$ cat src/pkg/power_mode_pkg.sv
// Shared constants, types and register map of the power mode supervisor
package power_mode_pkg;

  ////////////////////////////////////////////////////////////////////////////
  // Bus widths and register map
  localparam int          DATA_W        = 32;
  localparam int          ADDR_W        = 8;
  localparam logic [7:0]  CTRL_ADDR     = 8'h00;
  localparam logic [7:0]  STATUS_ADDR   = 8'h04;
  localparam logic [7:0]  MASK_ADDR     = 8'h08;
  localparam logic [7:0]  STATE_ADDR    = 8'h0c;
  localparam logic [7:0]  BACKUP_BASE   = 8'h10;
  localparam int          BACKUP_WORDS  = 4;
  localparam int          BACKUP_IDX_W  = 2;

  ////////////////////////////////////////////////////////////////////////////
  // Control register, bit 5 downward
  typedef struct packed {
    logic stop_lp;      // bit 5: low power regulator during Stop
    logic standby_sel;  // bit 4: deep wait goes to Standby, else Stop
    logic deep;         // bit 3: wait enters Stop or Standby, else Sleep
    logic fall_sel;     // bit 2: event on supply falling below threshold
    logic rise_sel;     // bit 1: event on supply rising above threshold
    logic monitor_en;   // bit 0: supply threshold monitor on
  } ctrl_t;
  localparam int          CTRL_W        = 6;
  localparam logic [5:0]  CTRL_RESET    = 6'h00;

  ////////////////////////////////////////////////////////////////////////////
  // Status and mask layout
  localparam int          STATUS_W      = 4;
  localparam int          ST_FALL       = 0;
  localparam int          ST_RISE       = 1;
  localparam int          ST_STOP_WAKE  = 2;
  localparam int          ST_STBY_WAKE  = 3;
  localparam logic [3:0]  STATUS_RESET  = 4'h0;
  localparam logic [3:0]  MASK_RESET    = 4'h0;

  ////////////////////////////////////////////////////////////////////////////
  // State register layout
  localparam int          SR_STATE_LSB  = 0;
  localparam int          SR_REG_LSB    = 4;
  localparam int          SR_BELOW_BIT  = 8;

  ////////////////////////////////////////////////////////////////////////////
  // Timing
  localparam int          CLK_PERIOD_NS = 50;
  localparam int          OSC_START_NS  = 2000;
  localparam int          REG_SETTLE_NS = 500;
  localparam int          OSC_START_CYCLES  = (OSC_START_NS + CLK_PERIOD_NS - 1) / CLK_PERIOD_NS;
  localparam int          REG_SETTLE_CYCLES = (REG_SETTLE_NS + CLK_PERIOD_NS - 1) / CLK_PERIOD_NS;
  localparam int          CNT_W         = 16;

  ////////////////////////////////////////////////////////////////////////////
  // Types
  typedef enum logic [1:0] {
    REG_MAIN,
    REG_LOW_POWER,
    REG_OFF
  } regulator_mode_t;

  typedef enum logic [2:0] {
    PS_RUN,
    PS_SLEEP,
    PS_STOP_GATE,
    PS_STOP,
    PS_STOP_WAKE,
    PS_STBY_GATE,
    PS_STANDBY,
    PS_STBY_WAKE
  } power_state_t;

  typedef struct packed {
    logic cpu;   // CPU clock
    logic core;  // peripheral clocks of the core domain
    logic pll;
    logic rc;    // internal_rc_oscillator enable
    logic xtal;  // external_crystal_oscillator enable
  } clock_ctl_t;
  localparam logic [4:0]  CLOCKS_ALL_ON = 5'h1f;

  typedef struct packed {
    logic [ADDR_W-1:0] addr;
    logic [DATA_W-1:0] wdata;
    logic              wr;
    logic              rd;
  } bus_req_t;

endpackage

$ cat src/core/supply_sense.sv
// Pin synchronisers and threshold crossing detection for the supply monitor
`timescale 1ns/1ns
module supply_sense (
  input  wire logic clk,
  input  wire logic sys_rst,
  input  wire logic supply_below_reset,
  input  wire logic supply_below_threshold,
  input  wire logic wakeup_pin,
  input  wire logic monitor_en,
  output logic      below_reset,
  output logic      below_threshold,
  output logic      fall_pulse,
  output logic      rise_pulse,
  output logic      wake_rise
);

  logic [2:0] pins;
  logic [2:0] sync1;
  logic [2:0] sync2;
  logic       prev_below;
  logic       prev_wake;

  assign pins = {wakeup_pin, supply_below_threshold, supply_below_reset};

  ////////////////////////////////////////////////////////////////////////////
  // Two stages per pin; only the second stage is looked at
  for (genvar i = 0; i < 3; i++) begin : g_sync
    always_ff @(posedge clk or posedge sys_rst) begin
      if (sys_rst) begin
        sync1[i] <= 1'b0;
        sync2[i] <= 1'b0;
      end else begin
        sync1[i] <= pins[i];
        sync2[i] <= sync1[i];
      end
    end
  end

  assign below_reset     = sync2[0];
  assign below_threshold = sync2[1];

  ////////////////////////////////////////////////////////////////////////////
  // Crossing detection; tracking while off avoids a false edge on enable
  always_ff @(posedge clk or posedge sys_rst) begin
    if (sys_rst) begin
      prev_below <= 1'b0;
      prev_wake  <= 1'b0;
      fall_pulse <= 1'b0;
      rise_pulse <= 1'b0;
      wake_rise  <= 1'b0;
    end else begin
      prev_below <= sync2[1];
      prev_wake  <= sync2[2];
      fall_pulse <= monitor_en & sync2[1] & ~prev_below;
      rise_pulse <= monitor_en & ~sync2[1] & prev_below;
      wake_rise  <= sync2[2] & ~prev_wake;
    end
  end

endmodule

$ cat src/core/backup_regs.sv
// Backup domain register words, reset only by the backup domain reset
`timescale 1ns/1ns
module backup_regs #(
  parameter int WORDS = power_mode_pkg::BACKUP_WORDS,
  parameter int IDX_W = power_mode_pkg::BACKUP_IDX_W
) (
  input  wire logic                              clk,
  input  wire logic                              backup_rst,
  input  wire logic                              wr,
  input  wire logic [IDX_W-1:0]                  idx,
  input  wire logic [power_mode_pkg::DATA_W-1:0] wdata,
  output logic      [power_mode_pkg::DATA_W-1:0] rword
);
  import power_mode_pkg::*;

  logic [DATA_W-1:0] mem [WORDS];

  ////////////////////////////////////////////////////////////////////////////
  // Main reset deliberately absent so settings survive it
  always_ff @(posedge clk or posedge backup_rst) begin
    if (backup_rst) begin
      for (int i = 0; i < WORDS; i++) begin
        mem[i] <= '0;
      end
    end else if (wr) begin
      mem[idx] <= wdata;
    end
  end

  assign rword = mem[idx];

endmodule

$ cat src/core/power_mode_supervisor.sv
// Power supervisor: reset hold, supply monitor, regulator and low-power modes
//
// Contract
// - Hold core reset while the supply is below the reset threshold.
// - Monitor raises events on falling, rising, or both threshold crossings.
// - Monitor stays inactive until software sets its enable bit.
// - Main regulator in Run, main or low-power regulator in Stop per stop_lp, off in Standby.
// - Standby makes regulator output high impedance and unpowers core, losing state.
// - Regulator enabled out of system reset (backup reset leaves it alone), disabled only in Standby.
// - Sleep halts only the CPU clock; peripherals keep running.
// - Any peripheral interrupt or event wakes the CPU from Sleep.
// - Stop gates core clocks and disables PLL, RC and crystal oscillators.
// - Stop keeps all register and memory contents intact.
// - Stop runs regulator in main or low-power mode per configuration.
// - Backup registers are not cleared by the main reset.
`timescale 1ns/1ns
module power_mode_supervisor #(
  parameter int OSC_CYCLES    = power_mode_pkg::OSC_START_CYCLES,
  parameter int SETTLE_CYCLES = power_mode_pkg::REG_SETTLE_CYCLES
) (
  input  wire logic                              clk,
  input  wire logic                              sys_rst,
  input  wire logic                              backup_rst,
  input  wire power_mode_pkg::bus_req_t          bus,
  output logic      [power_mode_pkg::DATA_W-1:0] rdata,
  input  wire logic                              supply_below_reset,
  input  wire logic                              supply_below_threshold,
  input  wire logic                              wakeup_pin,
  input  wire logic                              cpu_wait,
  input  wire logic                              wake_irq,
  input  wire logic                              wake_event,
  output logic                                   power_down_reset,
  output power_mode_pkg::clock_ctl_t             clocks,
  output power_mode_pkg::regulator_mode_t        regulator_mode,
  output logic                                   regulator_hiz,
  output logic                                   core_power_en,
  output logic                                   monitor_enable,
  output logic                                   irq
);
  import power_mode_pkg::*;

  ////////////////////////////////////////////////////////////////////////////
  // Declarations
  power_state_t          state;
  power_state_t          next_state;
  ctrl_t                 ctrl;
  logic [STATUS_W-1:0]   status;
  logic [STATUS_W-1:0]   mask;
  logic [STATUS_W-1:0]   status_set;
  logic [STATUS_W-1:0]   status_clr;
  logic [CNT_W-1:0]      wait_cnt;
  logic                  below_reset;
  logic                  below_threshold;
  logic                  fall_pulse;
  logic                  rise_pulse;
  logic                  wake_rise;
  logic                  wake_any;
  logic                  wr_ctrl;
  logic                  wr_status;
  logic                  wr_mask;
  logic                  wr_backup;
  logic [DATA_W-1:0]     backup_word;
  logic [DATA_W-1:0]     read_value;

  function automatic logic backup_hit(input logic [ADDR_W-1:0] a);
    backup_hit = (a >= BACKUP_BASE) && (a < BACKUP_BASE + 8'(4 * BACKUP_WORDS)) && (a[1:0] == 2'b00);
  endfunction

  function automatic logic [BACKUP_IDX_W-1:0] backup_index(input logic [ADDR_W-1:0] a);
    logic [ADDR_W-1:0] off;
    off          = a - BACKUP_BASE;
    backup_index = off[BACKUP_IDX_W+1:2];
  endfunction

  ////////////////////////////////////////////////////////////////////////////
  // Pin sense and crossing events
  supply_sense u_sense (
    .clk                    (clk),
    .sys_rst                (sys_rst),
    .supply_below_reset     (supply_below_reset),
    .supply_below_threshold (supply_below_threshold),
    .wakeup_pin             (wakeup_pin),
    .monitor_en             (ctrl.monitor_en),
    .below_reset            (below_reset),
    .below_threshold        (below_threshold),
    .fall_pulse             (fall_pulse),
    .rise_pulse             (rise_pulse),
    .wake_rise              (wake_rise)
  );

  ////////////////////////////////////////////////////////////////////////////
  // Backup words
  backup_regs u_backup (
    .clk        (clk),
    .backup_rst (backup_rst),
    .wr         (wr_backup),
    .idx        (backup_index(bus.addr)),
    .wdata      (bus.wdata),
    .rword      (backup_word)
  );

  ////////////////////////////////////////////////////////////////////////////
  // Write decode
  always_comb begin
    wr_ctrl   = 1'b0;
    wr_status = 1'b0;
    wr_mask   = 1'b0;
    wr_backup = 1'b0;
    if (bus.wr && bus.addr == CTRL_ADDR) begin
      wr_ctrl = 1'b1;
    end else if (bus.wr && bus.addr == STATUS_ADDR) begin
      wr_status = 1'b1;
    end else if (bus.wr && bus.addr == MASK_ADDR) begin
      wr_mask = 1'b1;
    end else if (bus.wr && backup_hit(bus.addr)) begin
      wr_backup = 1'b1;
    end
  end

  ////////////////////////////////////////////////////////////////////////////
  // Mode sequencing
  assign wake_any = wake_irq | wake_event;

  always_comb begin
    next_state = state;
    case (state)
      PS_RUN: begin
        if (cpu_wait && !ctrl.deep) begin
          next_state = PS_SLEEP;
        end else if (cpu_wait && ctrl.standby_sel) begin
          next_state = PS_STBY_GATE;
        end else if (cpu_wait) begin
          next_state = PS_STOP_GATE;
        end
      end
      PS_SLEEP: begin
        if (wake_any) begin
          next_state = PS_RUN;
        end
      end
      PS_STOP_GATE: begin
        next_state = PS_STOP;
      end
      PS_STOP: begin
        if (wake_any) begin
          next_state = PS_STOP_WAKE;
        end
      end
      PS_STOP_WAKE: begin
        if (wait_cnt == '0) begin
          next_state = PS_RUN;
        end
      end
      PS_STBY_GATE: begin
        next_state = PS_STANDBY;
      end
      PS_STANDBY: begin
        if (wake_rise) begin
          next_state = PS_STBY_WAKE;
        end
      end
      PS_STBY_WAKE: begin
        if (wait_cnt == '0) begin
          next_state = PS_RUN;
        end
      end
      default: begin
        next_state = PS_RUN;
      end
    endcase
  end

  always_ff @(posedge clk or posedge sys_rst) begin
    if (sys_rst) begin
      state <= PS_RUN;
    end else begin
      state <= next_state;
    end
  end

  ////////////////////////////////////////////////////////////////////////////
  // Wake settle timer: oscillators restart before clocks return
  always_ff @(posedge clk or posedge sys_rst) begin
    if (sys_rst) begin
      wait_cnt <= '0;
    end else if (state != PS_STOP_WAKE && next_state == PS_STOP_WAKE) begin
      wait_cnt <= CNT_W'(OSC_CYCLES - 1);
    end else if (state != PS_STBY_WAKE && next_state == PS_STBY_WAKE) begin
      wait_cnt <= CNT_W'(SETTLE_CYCLES - 1);
    end else if (wait_cnt != '0) begin
      wait_cnt <= wait_cnt - 1'b1;
    end
  end

  ////////////////////////////////////////////////////////////////////////////
  // Clock gating, taken from the next state so outputs track it
  always_ff @(posedge clk or posedge sys_rst) begin
    if (sys_rst) begin
      clocks <= CLOCKS_ALL_ON;
    end else begin
      case (next_state)
        PS_RUN:       clocks <= CLOCKS_ALL_ON;
        PS_SLEEP:     clocks <= '{cpu: 1'b0, core: 1'b1, pll: 1'b1, rc: 1'b1, xtal: 1'b1};
        PS_STOP_GATE: clocks <= '{cpu: 1'b0, core: 1'b0, pll: 1'b1, rc: 1'b1, xtal: 1'b1};
        PS_STBY_GATE: clocks <= '{cpu: 1'b0, core: 1'b0, pll: 1'b1, rc: 1'b1, xtal: 1'b1};
        PS_STOP:      clocks <= '0;
        PS_STANDBY:   clocks <= '0;
        default:      clocks <= '{cpu: 1'b0, core: 1'b0, pll: 1'b1, rc: 1'b1, xtal: 1'b1};
      endcase
    end
  end

  ////////////////////////////////////////////////////////////////////////////
  // Regulator and core power
  always_ff @(posedge clk or posedge sys_rst) begin
    if (sys_rst) begin
      regulator_mode <= REG_MAIN;
      regulator_hiz  <= 1'b0;
      core_power_en  <= 1'b1;
    end else begin
      if (next_state == PS_STOP && ctrl.stop_lp) begin
        regulator_mode <= REG_LOW_POWER;
      end else if (next_state == PS_STANDBY) begin
        regulator_mode <= REG_OFF;
      end else begin
        regulator_mode <= REG_MAIN;
      end
      regulator_hiz <= (next_state == PS_STANDBY);
      core_power_en <= (next_state != PS_STANDBY);
    end
  end

  ////////////////////////////////////////////////////////////////////////////
  // Core reset hold: low supply, unpowered core, and the way back out
  always_ff @(posedge clk or posedge sys_rst) begin
    if (sys_rst) begin
      power_down_reset <= 1'b1;
    end else begin
      power_down_reset <= below_reset | (next_state == PS_STANDBY) | (next_state == PS_STBY_WAKE);
    end
  end

  ////////////////////////////////////////////////////////////////////////////
  // Control and mask; Standby wipes them, Stop leaves them alone
  always_ff @(posedge clk or posedge sys_rst) begin
    if (sys_rst) begin
      ctrl <= CTRL_RESET;
    end else if (next_state == PS_STANDBY) begin
      ctrl <= CTRL_RESET;
    end else if (wr_ctrl) begin
      ctrl <= bus.wdata[CTRL_W-1:0];
    end
  end

  always_ff @(posedge clk or posedge sys_rst) begin
    if (sys_rst) begin
      mask <= MASK_RESET;
    end else if (next_state == PS_STANDBY) begin
      mask <= MASK_RESET;
    end else if (wr_mask) begin
      mask <= bus.wdata[STATUS_W-1:0];
    end
  end

  always_ff @(posedge clk or posedge sys_rst) begin
    if (sys_rst) begin
      monitor_enable <= 1'b0;
    end else begin
      monitor_enable <= ctrl.monitor_en;
    end
  end

  ////////////////////////////////////////////////////////////////////////////
  // Sticky status; a set in the clearing cycle wins
  always_comb begin
    status_set               = '0;
    status_set[ST_FALL]      = fall_pulse & ctrl.fall_sel;
    status_set[ST_RISE]      = rise_pulse & ctrl.rise_sel;
    status_set[ST_STOP_WAKE] = (state == PS_STOP_WAKE) && (next_state == PS_RUN);
    status_set[ST_STBY_WAKE] = (state == PS_STBY_WAKE) && (next_state == PS_RUN);
    status_clr               = wr_status ? bus.wdata[STATUS_W-1:0] : '0;
  end

  always_ff @(posedge clk or posedge sys_rst) begin
    if (sys_rst) begin
      status <= STATUS_RESET;
    end else if (next_state == PS_STANDBY) begin
      status <= STATUS_RESET;
    end else begin
      status <= (status & ~status_clr) | status_set;
    end
  end

  // One cycle behind status; keeps the output a plain flop
  always_ff @(posedge clk or posedge sys_rst) begin
    if (sys_rst) begin
      irq <= 1'b0;
    end else begin
      irq <= |(status & mask);
    end
  end

  ////////////////////////////////////////////////////////////////////////////
  // Read path, data valid only in the cycle after the strobe
  always_comb begin
    read_value = '0;
    if (bus.addr == CTRL_ADDR) begin
      read_value[CTRL_W-1:0] = ctrl;
    end else if (bus.addr == STATUS_ADDR) begin
      read_value[STATUS_W-1:0] = status;
    end else if (bus.addr == MASK_ADDR) begin
      read_value[STATUS_W-1:0] = mask;
    end else if (bus.addr == STATE_ADDR) begin
      read_value[SR_STATE_LSB +: 3] = state;
      read_value[SR_REG_LSB +: 2]   = regulator_mode;
      read_value[SR_BELOW_BIT]      = below_threshold;
    end else if (backup_hit(bus.addr)) begin
      read_value = backup_word;
    end
  end

  always_ff @(posedge clk or posedge sys_rst) begin
    if (sys_rst) begin
      rdata <= '0;
    end else if (bus.rd) begin
      rdata <= read_value;
    end else begin
      rdata <= '0;
    end
  end

endmodule

$ cat config.mk
export PLATFORM = sky130hd
export DESIGN_NAME = power_mode_supervisor
export DESIGN_NICKNAME = d
export VERILOG_FILES = /design/src/pkg/power_mode_pkg.sv /design/src/core/supply_sense.sv /design/src/core/backup_regs.sv /design/src/core/power_mode_supervisor.sv
export SDC_FILE = /design/constraint.sdc
export NUM_CORES = 1
export LEC_CHECK = 0
export BUFFER_PORTS_ARGS = -buffer_cell sky130_fd_sc_hd__buf_2
export CAP_MARGIN = 20
export CORE_ASPECT_RATIO = 1.75
export CORE_MARGIN = 2
export CORE_UTILIZATION = 59
export CTS_CLUSTER_DIAMETER = 80
export DETAILED_ROUTE_END_ITERATION = 10
export PLACE_DENSITY = 0.86
export RECOVER_POWER = 25
export SYNTH_ARGS = -nofsm -noshare
export SYNTH_HDL_FRONTEND = slang
export SYNTH_SLANG_ARGS = --single-unit
export TNS_END_PERCENT = 1
$ cat constraint.sdc
create_clock -name clk -period 5.5 [get_ports clk]
set_input_delay 0.55 -clock clk [delete_from_list [all_inputs] [get_ports clk]]
set_output_delay 0.55 -clock clk [all_outputs]
set_load 0.02 [all_outputs]
* Word-level counts from Yosys, hierarchy flattened
Cells that the tools add are included.
Storage, ports and cells: output and inout bits 44, input port bits 51, register bits 216
Operators by class: equality and inequality tests 18, reductions and logical operators 27, bitwise logic cells 18, mux-type cells 50, add/subtract/negate cells 2, magnitude comparators 4
Operators with widths (count):
- $mux W32 | 5
- $bwmux W128 | 1
- $bmux W32 S2 | 1
- $demux W32 S2 | 1
- $mux W28 | 2
- $mux W16 | 3
- $mux W26 | 1
- $mux W3 | 8
- $mux W4 | 6
- $mux W23 | 1
- $eq A3 B3 Y1 const B | 7
- $pmux W3 S7 | 1
- $mux W6 | 3
- $eq A8 B4 Y1 const B | 2
- $logic_not A16 Y1 | 1
- $reduce_bool A16 Y1 | 1
- $sub A16 B1 Y16 const B | 1
- $pmux W5 S3 | 1
- $logic_and A1 B1 Y1 | 14
- $mux W1 | 12
- $eq A3 B2 Y1 const B | 3
- $ne A3 B3 Y1 const B | 3
- $and A4 B4 Y4 | 2
- $eq A8 B3 Y1 const B | 1
- other kinds (21) | 38

* Logic depth before layout (Yosys ltp)
Gate-level depths: netlist (run 1).
depth in word-level cells 11, depth in mapped cells 8

* Cells and area by module
From an unflattened synthesis (run 1), not the netlist that was laid out.
Second synthesis, totals: cells, all modules 641, area total of the unflattened synthesis 9330.2 um^2
Modules (own cells, without submodules):
- backup_regs | cells an instance 313, area an instance 5591.6 um^2, instances 1
- power_mode_supervisor | cells an instance 313, area an instance 3435.8 um^2, instances 1
- supply_sense | cells an instance 15, area an instance 302.8 um^2, instances 1

* Least setup slack after synthesis (run 1)
Ideal clock, no wire load.
path kind input to register, start point in bus[35] in the netlist's numbering, end point reg u_backup.mem[102] in the netlist's numbering, stages on the path 6, arrival 2.175 ns, slack 3.200 ns, library setup time 0.125 ns, buffers on the path 1, cells stage by stage or4_1 -> nor2_1 -> nand3_1 -> nor3_2 -> buf_4 -> mux2_2
Between the ends: cells in the longest elaborated chain, start to end 8, elaborated cells on any way between the ends 24, classes of those cells add/sub (1); order compare (4); eq/ne (2); mux (7); bitwise (1); reduce/logical (9)
Ends and longest elaborated chain:
- start: declaration | RTL line power_mode_supervisor.sv:24 | input wire power_mode_pkg::bus_req_t bus,
- branches (longest 8 deep; another with $sub A4 B1 Y4)
- end signal: indexed assignment | RTL line backup_regs.sv:26 | mem[idx] <= wdata;
- end: declaration | RTL line backup_regs.sv:16 | logic [DATA_W-1:0] mem [WORDS];
Several ways; the timed one is not identified. A chain may end at the register's enable or synchronous reset.

* Final worst setup path (run 1)
start point in bus[35] in the netlist's numbering, end point reg u_backup.mem[91] in the netlist's numbering
The elaborated chain is that of the path after synthesis.

==> run metrics, run 1 <==
status finished, violations left; failing checks capacitance limit, slew limit; post-layout min period 3180 ps; I/O Buffers 94; reg2reg end mask[3]; HP Class in -> reg; max cap viols 1; Reg clk slew, reported paths 60 ps; final wirelength 19100 um; IO Pins 95; register share of total power 0.473; worst-margin pin slew 2480 ps; Tcrit/Tclk final 0.579; Hold Slack 162 ps; Cell variety after synth 55; crit end category flip-flop; reg2reg setup slack 2600 ps; Yosys top cell area share 0.573; diode count 0; relative slew slack -0.662; switching pwr 1050 uW; top cells by area in the synthesized netlist dfrtp_1 (57%), mux2_2 (15%), mux4_2 (7.7%); TritonCTS Buffers 20; root buffer cell clkbuf_16; Avg Cell Area, Syn 14.3 sq um; RSZ-0062 raised after global routing no; CTS Buffer Depth 3; via count of the routed design 5629; die area 16500 sq um; area occupied by multi-input gates 3550 sq um; Die X 98.0 um; Power, Total 3850 uW; crit path from bus[35]; Mapped Cells 639; flops & latches, synth 214; vias per cell 6.07; register area share after synthesis 0.588; CTS Hold Bufs 0; Pint 2800 uW; number of global-route vias before repair 6181; share of layout cells above drive strength 1 0.408; most frequent cell after synthesis dfrtp_1; Sw Ratio 0.272; number of setup buffers added after CTS 0; Core Area 15200 sq um; Syn Nets 691; row count 60; largest net degree at the start of global routing 87; number of synthesized flops with an enable pin 0; first-pass GRT wire length 31300 um; Initial Util 0.599; die height 169 um; Syn. warnings 0; Reg area 5360 sq um; Hold Crit Endpoint u_sense.sync1[1]; fill count 1051; Placer Congestion 0.968; initial antenna violation count 0; grt ovf 0; post_cts resized 0; Crit Path Max Fanout 32; Starting DRT DRC Count 324; drt wl/cell 20.6 um; area of the mapped netlist 9130 sq um; Clock Latency Late Sink 500 ps; area leader, netlist dfrtp_1; final count of hold timing violations 0; HPWL after DPL 12300 um; power share of the clock group 0.374; nets 779; clk_skew 13.0 ps; P_leak 0.00515 uW; Hold Path Stages 1; P&R area growth vs syn 14.3%; synth cell count leaders dfrtp_1 (209), mux2_2 (120), nor2_1 (46); critical path type in -> reg; ANT nets after route 0; final setup vio count 0; HP Start supply_below_threshold; CP required 5870 ps; worst reg2reg path startpoint wait_cnt[0]; Comb pwr share 0.153; TritonRoute pass-1 iters 5; GRT Util Overall 0.237; depth of the worst register-to-register path 7; setup tns final 0 ps; Final Max Tran Viols 59; Power Density 369 nW/um^2; CTS tree done; CP Launch Type input pin; Worst Path Arrival 3550 ps; Fmax 314 MHz; DRC 0; Clock Sinks 214; Synth Flop Type dfrtp_1; worst vdd ir 0.302 mV; CTS HTree Levels 1; Synth async-reset ratio 1.00
-- logic make-up (layout without fill, tap and decap cells) --
| group | after synthesis | in the layout | synth area share |
|---|---|---|---|
| simple gates | 153 | 153 | 0.0924 |
| buf+inv | 44 | 146 | 0.0254 |
| xor+xnor | 13 | 13 | 0.0125 |
| fa+ha+maj | 1 | 1 | 0.00137 |
| flops | 214 | 214 | 0.588 |
| compound gates | 40 | 40 | 0.0299 |
| mux | 174 | 174 | 0.251 |
-- worst max-delay path, stage by stage --
cell     delay (ps)
buf_2            90
or4_1           510
nor2_1          510
nand3_1         460
nor2_4          980
mux2_2          430
-- how the worst max path moves through the flow --
stage                                   to  slack (ps)  cells after the start
final                     u_backup.mem[91]        2320                      6
after global routing      u_backup.mem[91]        2140                      6
after CTS                 u_backup.mem[91]        2330                      6
after global placement    u_backup.mem[14]        1910                      6
after detailed placement  u_backup.mem[79]        1820                      6
after floorplan            u_backup.mem[0]        1540                      1
-- state kept, by name, indices dropped and copies added, names as in the netlist, 2 cells and up --
signal	cells
u_backup.mem	128
rdata	32
wait_cnt	16
ctrl	6
mask	4
status	4
clocks	3
state	3
u_sense.sync1	3
regulator_mode	2
-- power groups by stage --
stage | clock, uW | sequential, uW | combinational [uW]
6_report | 1440 | 1820 | 587
5_1_grt | 1530 | 1840 | 646
4_1_cts | 1470 | 1820 | 585
3_5_place_dp | 0 | 1850 | 581
3_3_place_gp | 0 | 1830 | 551
2_1_floorplan | 0 | 1840 | 440
-- cell type report --
cell class / count / area share
clock buffers: 28 / 0.0567
clock inverters: 8 / 0.00984
inverters: 9 / 0.00348
multi-input cells: 381 / 0.341
flip-flops and latches: 214 / 0.514
well taps: 186 / 0.0223
repair buffers: 101 / 0.0527
-- layer usage --
layer | wire length [um] | GRT usage | up-vias
li1 | - | - | 2473
met1 | 7050 | 0.276 | 2918
met2 | 10500 | 0.434 | 196
met3 | 1060 | 0.0417 | 42
met4 | 531 | 0.0870 | 0
met5 | 0 | 0 | -
-- cells in the final DEF (no fill, tap or decap), drive strengths merged, types with 2 or more instances in the layout --
master,instances
mux2,128
dfstp,5
a211o,2
xnor2,3
a22oi,5
nand4b,4
nand2,19
or4,3
nand4,9
nor2b,31
inv,8
dfrtp,209
o21ai,7
mux4,31
nor4,3
nand2b,3
xor2,10
clkinv,4
a211oi,4
nor3b,3
clkinvlp,3
nor3,13
nor2,48
mux2i,15
bufinv,2
nand3,9
buf,100
clkbuf,29
a21oi,11
-- per-stage QoR --
step | setup slack [ps] | util | instance area [sq um] | std cells
floorplan | 1540 | - | 9130 | 639
global placement | 1910 | 0.636 | 9700 | 889
detailed placement | 1820 | 0.637 | 9710 | 890
CTS | 2330 | 0.683 | 10400 | 926
global route | 2140 | 0.684 | 10400 | 927
finish | 2320 | 0.684 | 10400 | 927
Note: power is estimated with default switching activity, not from simulation.
==> inputs of run 2 (changes only) <==
- CORE_UTILIZATION: 59 -> 53
- PLACE_DENSITY: 0.86 -> 0.82
- clock period: 5.5 -> 2.8 ns (I/O delays scaled with it)
==> run 2 against run 1 <==
Non-clock buffer count rose by 13. Sequential share of layout area fell by 0.78 points. Die area rose by 11%. Worst setup slack got worse by 2000 ps. Critical path depth rose by 1. The run still ends with capacitance limit, slew limit left. Utilization fell by 5.7 points. Hold slack got worse by 100 ps. Cell area rose by 1.5%. Power rose by 94%. Cell count rose by 5.8%. Sequential power rose by 96%.
==> run metrics, run 2 (synthesis gave the netlist of run 1 again) <==
status finished, violations left; failing checks capacitance limit, slew limit; Final Max Tran Viols 37 (-37%); share of layout cells above drive strength 1 0.410 (+0.00226); Crit Path Max Fanout 16 (-50%); via count of the routed design 5530 (-1.8%); CP required 3130 ps (-2740 ps); largest net degree at the start of global routing 58 (-33%); die area 18300 sq um (+11%); CTS Buffer Depth 3 (unchanged); post-layout min period 2510 ps; Crit-path slowest cell nor3_4; vias per cell 5.64 (-7.2%); Clock Sinks 214 (unchanged); dpl cells 940 (+5.6%); max cap viols 1 (unchanged); Worst Path Buf+Inv 1 (unchanged); ANT nets after route 0 (unchanged); final count of hold timing violations 0 (unchanged); TritonCTS Buffers 20 (unchanged); Top Metal Used met4; CTS HTree Levels 1 (unchanged); Die X 103 um (+5.3%); Tcrit/Tclk final 0.895; CP Launch Type flip-flop; Power, Total 7470 uW (+94%); Placer Congestion 0.915 (-5.5%); I/O Buffers 94 (unchanged); TritonRoute pass-1 iters 4 (-1); final wirelength 19400 um (+1.2%); Post-Layout Cell Count 981 (+5.8%); Worst Path Arrival 2840 ps (-710 ps); diode count 0 (unchanged); grt ovf 0 (unchanged); Hold Slack 57.9 ps (-104 ps); Biggest register u_backup.mem; routed length on met2 10700 um (+2.3%); critical path type reg -> reg; final instance area 10600 sq um (+1.5%); CTS tree done; root buffer cell clkbuf_16; number of global-route vias before repair 6185 (+0.065%); worst vdd ir 0.562 mV (+86%); HP Class in -> reg; P_leak 0.00519 uW (+0.86%); Reg clk slew, reported paths 70 ps (about the same); RSZ-0062 raised after global routing no; HPWL after DPL 13000 um (+6.3%); DRC 0 (unchanged); initial antenna violation count 0 (unchanged); Clock Latency Late Sink 490 ps (about the same); Starting DRT DRC Count 240 (-26%); row count 63 (+5.0%); Fmax 399 MHz; GRT Util Overall 0.223 (-0.0135); drt wl/cell 19.7 um (-4.3%); placed cell areas 9900 sq um (+1.9%); commonest non-fill, non-tap cells in the layout dfrtp_1 (209), mux2_2 (120), buf_2 (94), nor2_1 (46); biggest regs u_backup.mem (128), rdata (32), wait_cnt (16); Power Density 705 nW/um^2 (+91%); crit end category flip-flop; crit-path cells inv_1 > ha_1 > nor4b_2 > nand4_2 > a221o_2 > nor3_4 > nor2_1; reg2reg setup slack 290 ps (-2310 ps); setup tns final 0 ps (unchanged); delay-heaviest family, CP simple AND/OR/NAND/NOR gates; final setup vio count 0 (unchanged); worst-margin pin slew 1710 ps (-774 ps); max incr delay on CP 560 ps (-420 ps); nets 792 (+1.7%); IO Pins 95 (unchanged); Met1 Wirelength 7390 um (+4.7%); first-pass GRT wire length 31700 um (+1.3%); Initial Util 0.541 (-0.0578); clk_skew 8.67 ps (-4.30 ps); number of setup buffers added after CTS 0 (unchanged); max FFs per register 128 (unchanged); Core Area 16900 sq um (+11%); leading cell type in the layout, fill and taps excluded dfrtp_1; P&R area growth vs syn 16.1%; die height 178 um (+5.4%); relative slew slack -0.144 (+0.519); routed length on met3 706 um (-34%)
-- run 2: cell count changes in the layout (fill, tap and decap cells not counted), sizes merged --
cell	change
dlygate4sd3	+5
clkinvlp	+2
inv	-1
buf	+8
clkbuf	-1
-- run 2: final cells by class --
class	count	area, sq um
repair buffers	114	693
multi-input cells	381	3550
clock inverters	9	103
fillers	1269	6280
well taps	227	284
clock buffers	27	558
flip-flops and latches	214	5360
inverters	9	36.3
-- run 2: power by group --
part	internal [uW]	total, uW	switching [uW]
sequential	3360	3570	218
combinational	483	1170	685
clock	1590	2730	1140
-- run 2: through the flow --
step / util / worst slack [ps]
detailed placement: 0.587 / 264
global route: 0.628 / 33.3
global placement: 0.587 / 315
floorplan: - / 306
finish: 0.628 / 294
CTS: 0.629 / 269
-- run 2: timing repair --
item,CTS,global route
endpoints found under the hold margin,59,0
hold buffers,5,0
resized for setup,0,0
setup endpoints to repair,0,0
-- run 2: metal layers --
metal	global-route usage	vias up
met4	0.0861	0
met1	0.269	2861
met5	0	-
met2	0.398	138
li1	-	2494
met3	0.0295	37
-- run 2: path summary, 6_finish.rpt --
check	startpoint	endpoint	cells after the start
hold / removal	bus[32]	u_backup.mem[94]	2
setup / recovery	wait_cnt[0]	status[3]	7
hold reg to reg	u_sense.sync1[1]	u_sense.below_threshold	0
setup reg to reg	wait_cnt[0]	status[3]	7
max in group asynchronous	backup_rst	u_backup.mem[69]	4
min in group asynchronous	backup_rst	u_backup.mem[85]	3
==> inputs of run 3 (changes only) <==
- CORE_UTILIZATION: 53 -> 55
- CTS_BUF_LIST: unset -> sky130_fd_sc_hd__clkbuf_4
- PLACE_DENSITY: 0.82 -> 0.84
- SKIP_CTS_REPAIR_TIMING: unset -> 1
==> run 3 against run 2 <==
Via count increased by 8.4%. Wire length increased by 3.2%. The run still ends with capacitance limit, slew limit left. Fmax rose by 3.5%. Sequential share of layout area is 0.97 points lower. Combinational power up 3%. Worst setup slack improved by 85 ps. First-iteration DRC count down 0.42%. Non-clock buffer count increased by 31.
==> run metrics, run 3 (synthesis gave the netlist of run 1 again) <==
IO Pins 95 (unchanged); row count 62 (-1.6%); Final Max Tran Viols 73 (+97%); Initial Util 0.557 (+0.0165); final setup vio count 0 (unchanged); placed cell areas 9910 sq um (+0.11%); via count of the routed design 5996 (+8.4%); die area 17700 sq um (-3.5%); initial antenna violation count 1 (+1); Power Density 649 nW/um^2 (-8.0%); Comb pwr share 0.173 (+0.017); Tcrit/Tclk final 0.864 (-0.0304); Reg area 5360 sq um (unchanged); final wirelength 20000 um (+3.2%); GRT Util Overall 0.233 (+0.0103); nets 851 (+7.4%); HPWL after DPL 13100 um (+0.60%); number of global-route vias before repair 6540 (+5.7%); Clock Sinks 214 (unchanged); Worst Path Buf+Inv 3 (+2); TritonRoute pass-1 iters 5 (+1); critical path type reg -> reg; HP Class in -> reg; largest net degree at the start of global routing 55 (-5.2%); register share of total power 0.512 (+0.034); CP Launch Type flip-flop; max cap viols 2 (+1); RSZ-0062 raised after global routing no; worst vdd ir 0.444 mV (-21%); grt ovf 0 (unchanged); crit end category flip-flop; max incr delay on CP 560 ps (about the same); Clock Latency Late Sink 620 ps (+130 ps); Finished Core Util 0.660 (+0.0318); status finished, violations left; die height 174 um (-1.8%); CTS Buffer Depth 3 (unchanged); Sw Ratio 0.290 (+0.0171); Starting DRT DRC Count 239 (-0.42%); crit path from wait_cnt[0]; Worst Path Arrival 2920 ps (+80 ps); post-layout min period 2420 ps (-85.0 ps); I/O Buffers 94 (unchanged); Die X 101 um (-1.8%); Reg clk slew, reported paths 70 ps (about the same); first-pass GRT wire length 32200 um (+1.6%); clk_skew 48.1 ps (+39.4 ps); final count of hold timing violations 0 (unchanged); Worst path most repeated cell buf_4; HP Start bus[2]; leading cell type in the layout, fill and taps excluded dfrtp_1; root buffer cell clkbuf_4; area occupied by multi-input gates 3550 sq um (unchanged); fill count 1180 (-7.0%); crit-path cells inv_1 > ha_1 > nor4b_2 > nand4_2 > buf_4 > a22oi_1 > nor3_4 > buf_4 > nor2_1; Crit-path slowest cell a22oi_1; delay-heaviest family, CP simple AND/OR/NAND/NOR gates; Pint 4970 uW (-8.4%); Biggest register u_backup.mem; relative slew slack -0.190 (-0.0459); TritonCTS Buffers 48 (+140%); worst reg2reg path startpoint wait_cnt[0]; commonest non-fill, non-tap cells in the layout dfrtp_1 (209), mux2_2 (120), buf_2 (90), clkbuf_4 (68), nor2_1 (46); Core Area 16400 sq um (-3.0%); setup tns final 0 ps (unchanged); Placer Congestion 0.911 (-0.37%); drt wl/cell 19.0 um (-3.8%); CP required 3300 ps (+170 ps); ANT nets after route 0 (unchanged); Crit Path Max Fanout 16 (unchanged); power share of the clock group 0.315 (-0.050); switching pwr 2030 uW (-0.31%); vias per cell 5.70 (+1.1%); DRC 0 (unchanged); final instance area 10800 sq um (+1.9%); P_leak 0.00533 uW (+2.7%); P&R area growth vs syn 18.3%; failing checks capacitance limit, slew limit; biggest regs u_backup.mem (128), rdata (32), wait_cnt (16); worst-margin pin slew 1770 ps (+68.5 ps); CTS tree done; share of layout cells above drive strength 1 0.416 (+0.00615); Fmax 413 MHz (+3.5%); max FFs per register 128 (unchanged); CTS HTree Levels 2 (+1)
## run 3: cell types whose count changed in the layout (fill, tap and decap cells not counted), moves of 3 or more
| cell | delta |
|---|---|
| buf_2 | -4 |
| clkbuf_16 | -21 |
| clkbuf_4 | +68 |
| clkinv_1 | +9 |
| clkinv_2 | -4 |
| clkinvlp_4 | -3 |
| dlygate4sd3_1 | +31 |
## run 3: worst paths after layout
check | to | slack, ps | cells after the start
worst max-delay path | ctrl[1] | 380 | 9
worst max register to register | ctrl[1] | 380 | 9
min in group asynchronous | u_backup.mem[99] | 610 | 3
worst min-delay path | u_backup.mem[64] | 40 | 2
max in group asynchronous | rdata[13] | 670 | 4
worst min register to register | u_sense.below_threshold | 360 | 0
## run 3: worst reg2reg max path: cells and delay by family (launching register included)
family | cells | cell delay, ps
adder cells (fa/ha/maj) | 1 | 210
AO/OA/AOI/OAI | 1 | 560
buffers and inverters | 3 | 510
flip-flops | 1 | 430
AND/OR/NAND/NOR | 4 | 600
## run 3: layout make-up
cell class	count	share of cell area
diodes	1	0.000232
clock buffers	67	0.0466
clock inverters	11	0.00382
inverters	9	0.00336
multi-input cells	381	0.329
flip-flops and latches	214	0.497
well taps	224	0.0260
repair buffers	145	0.0942
## run 3: routing by layer
layer | vias up | share of wire | GRT usage
li1 | 2643 | - | -
met2 | 218 | 0.55 | 0.415
met1 | 3078 | 0.37 | 0.264
met4 | 0 | 0.034 | 0.115
met3 | 57 | 0.041 | 0.0402
met5 | - | 0 | 0
## run 3: stage by stage
step                      hold WS, ps  total power, uW  setup slack (ps)  std cells
after CTS                        -291             7030               370       1015
final                            38.6             7010               379       1052
after floorplan                   311             4470               306        639
after detailed placement          342             4800               332        937
after global placement            339             4710               384        937
after global routing             1.36             7380               154       1052
## run 3: power by group through the flow
stage	logic [uW]	registers [uW]	clock network, uW
2_1_floorplan	864	3600	0
3_3_place_gp	1110	3600	0
3_5_place_dp	1170	3630	0
4_1_cts	1180	3580	2280
5_1_grt	1340	3610	2430
6_report	1210	3590	2210
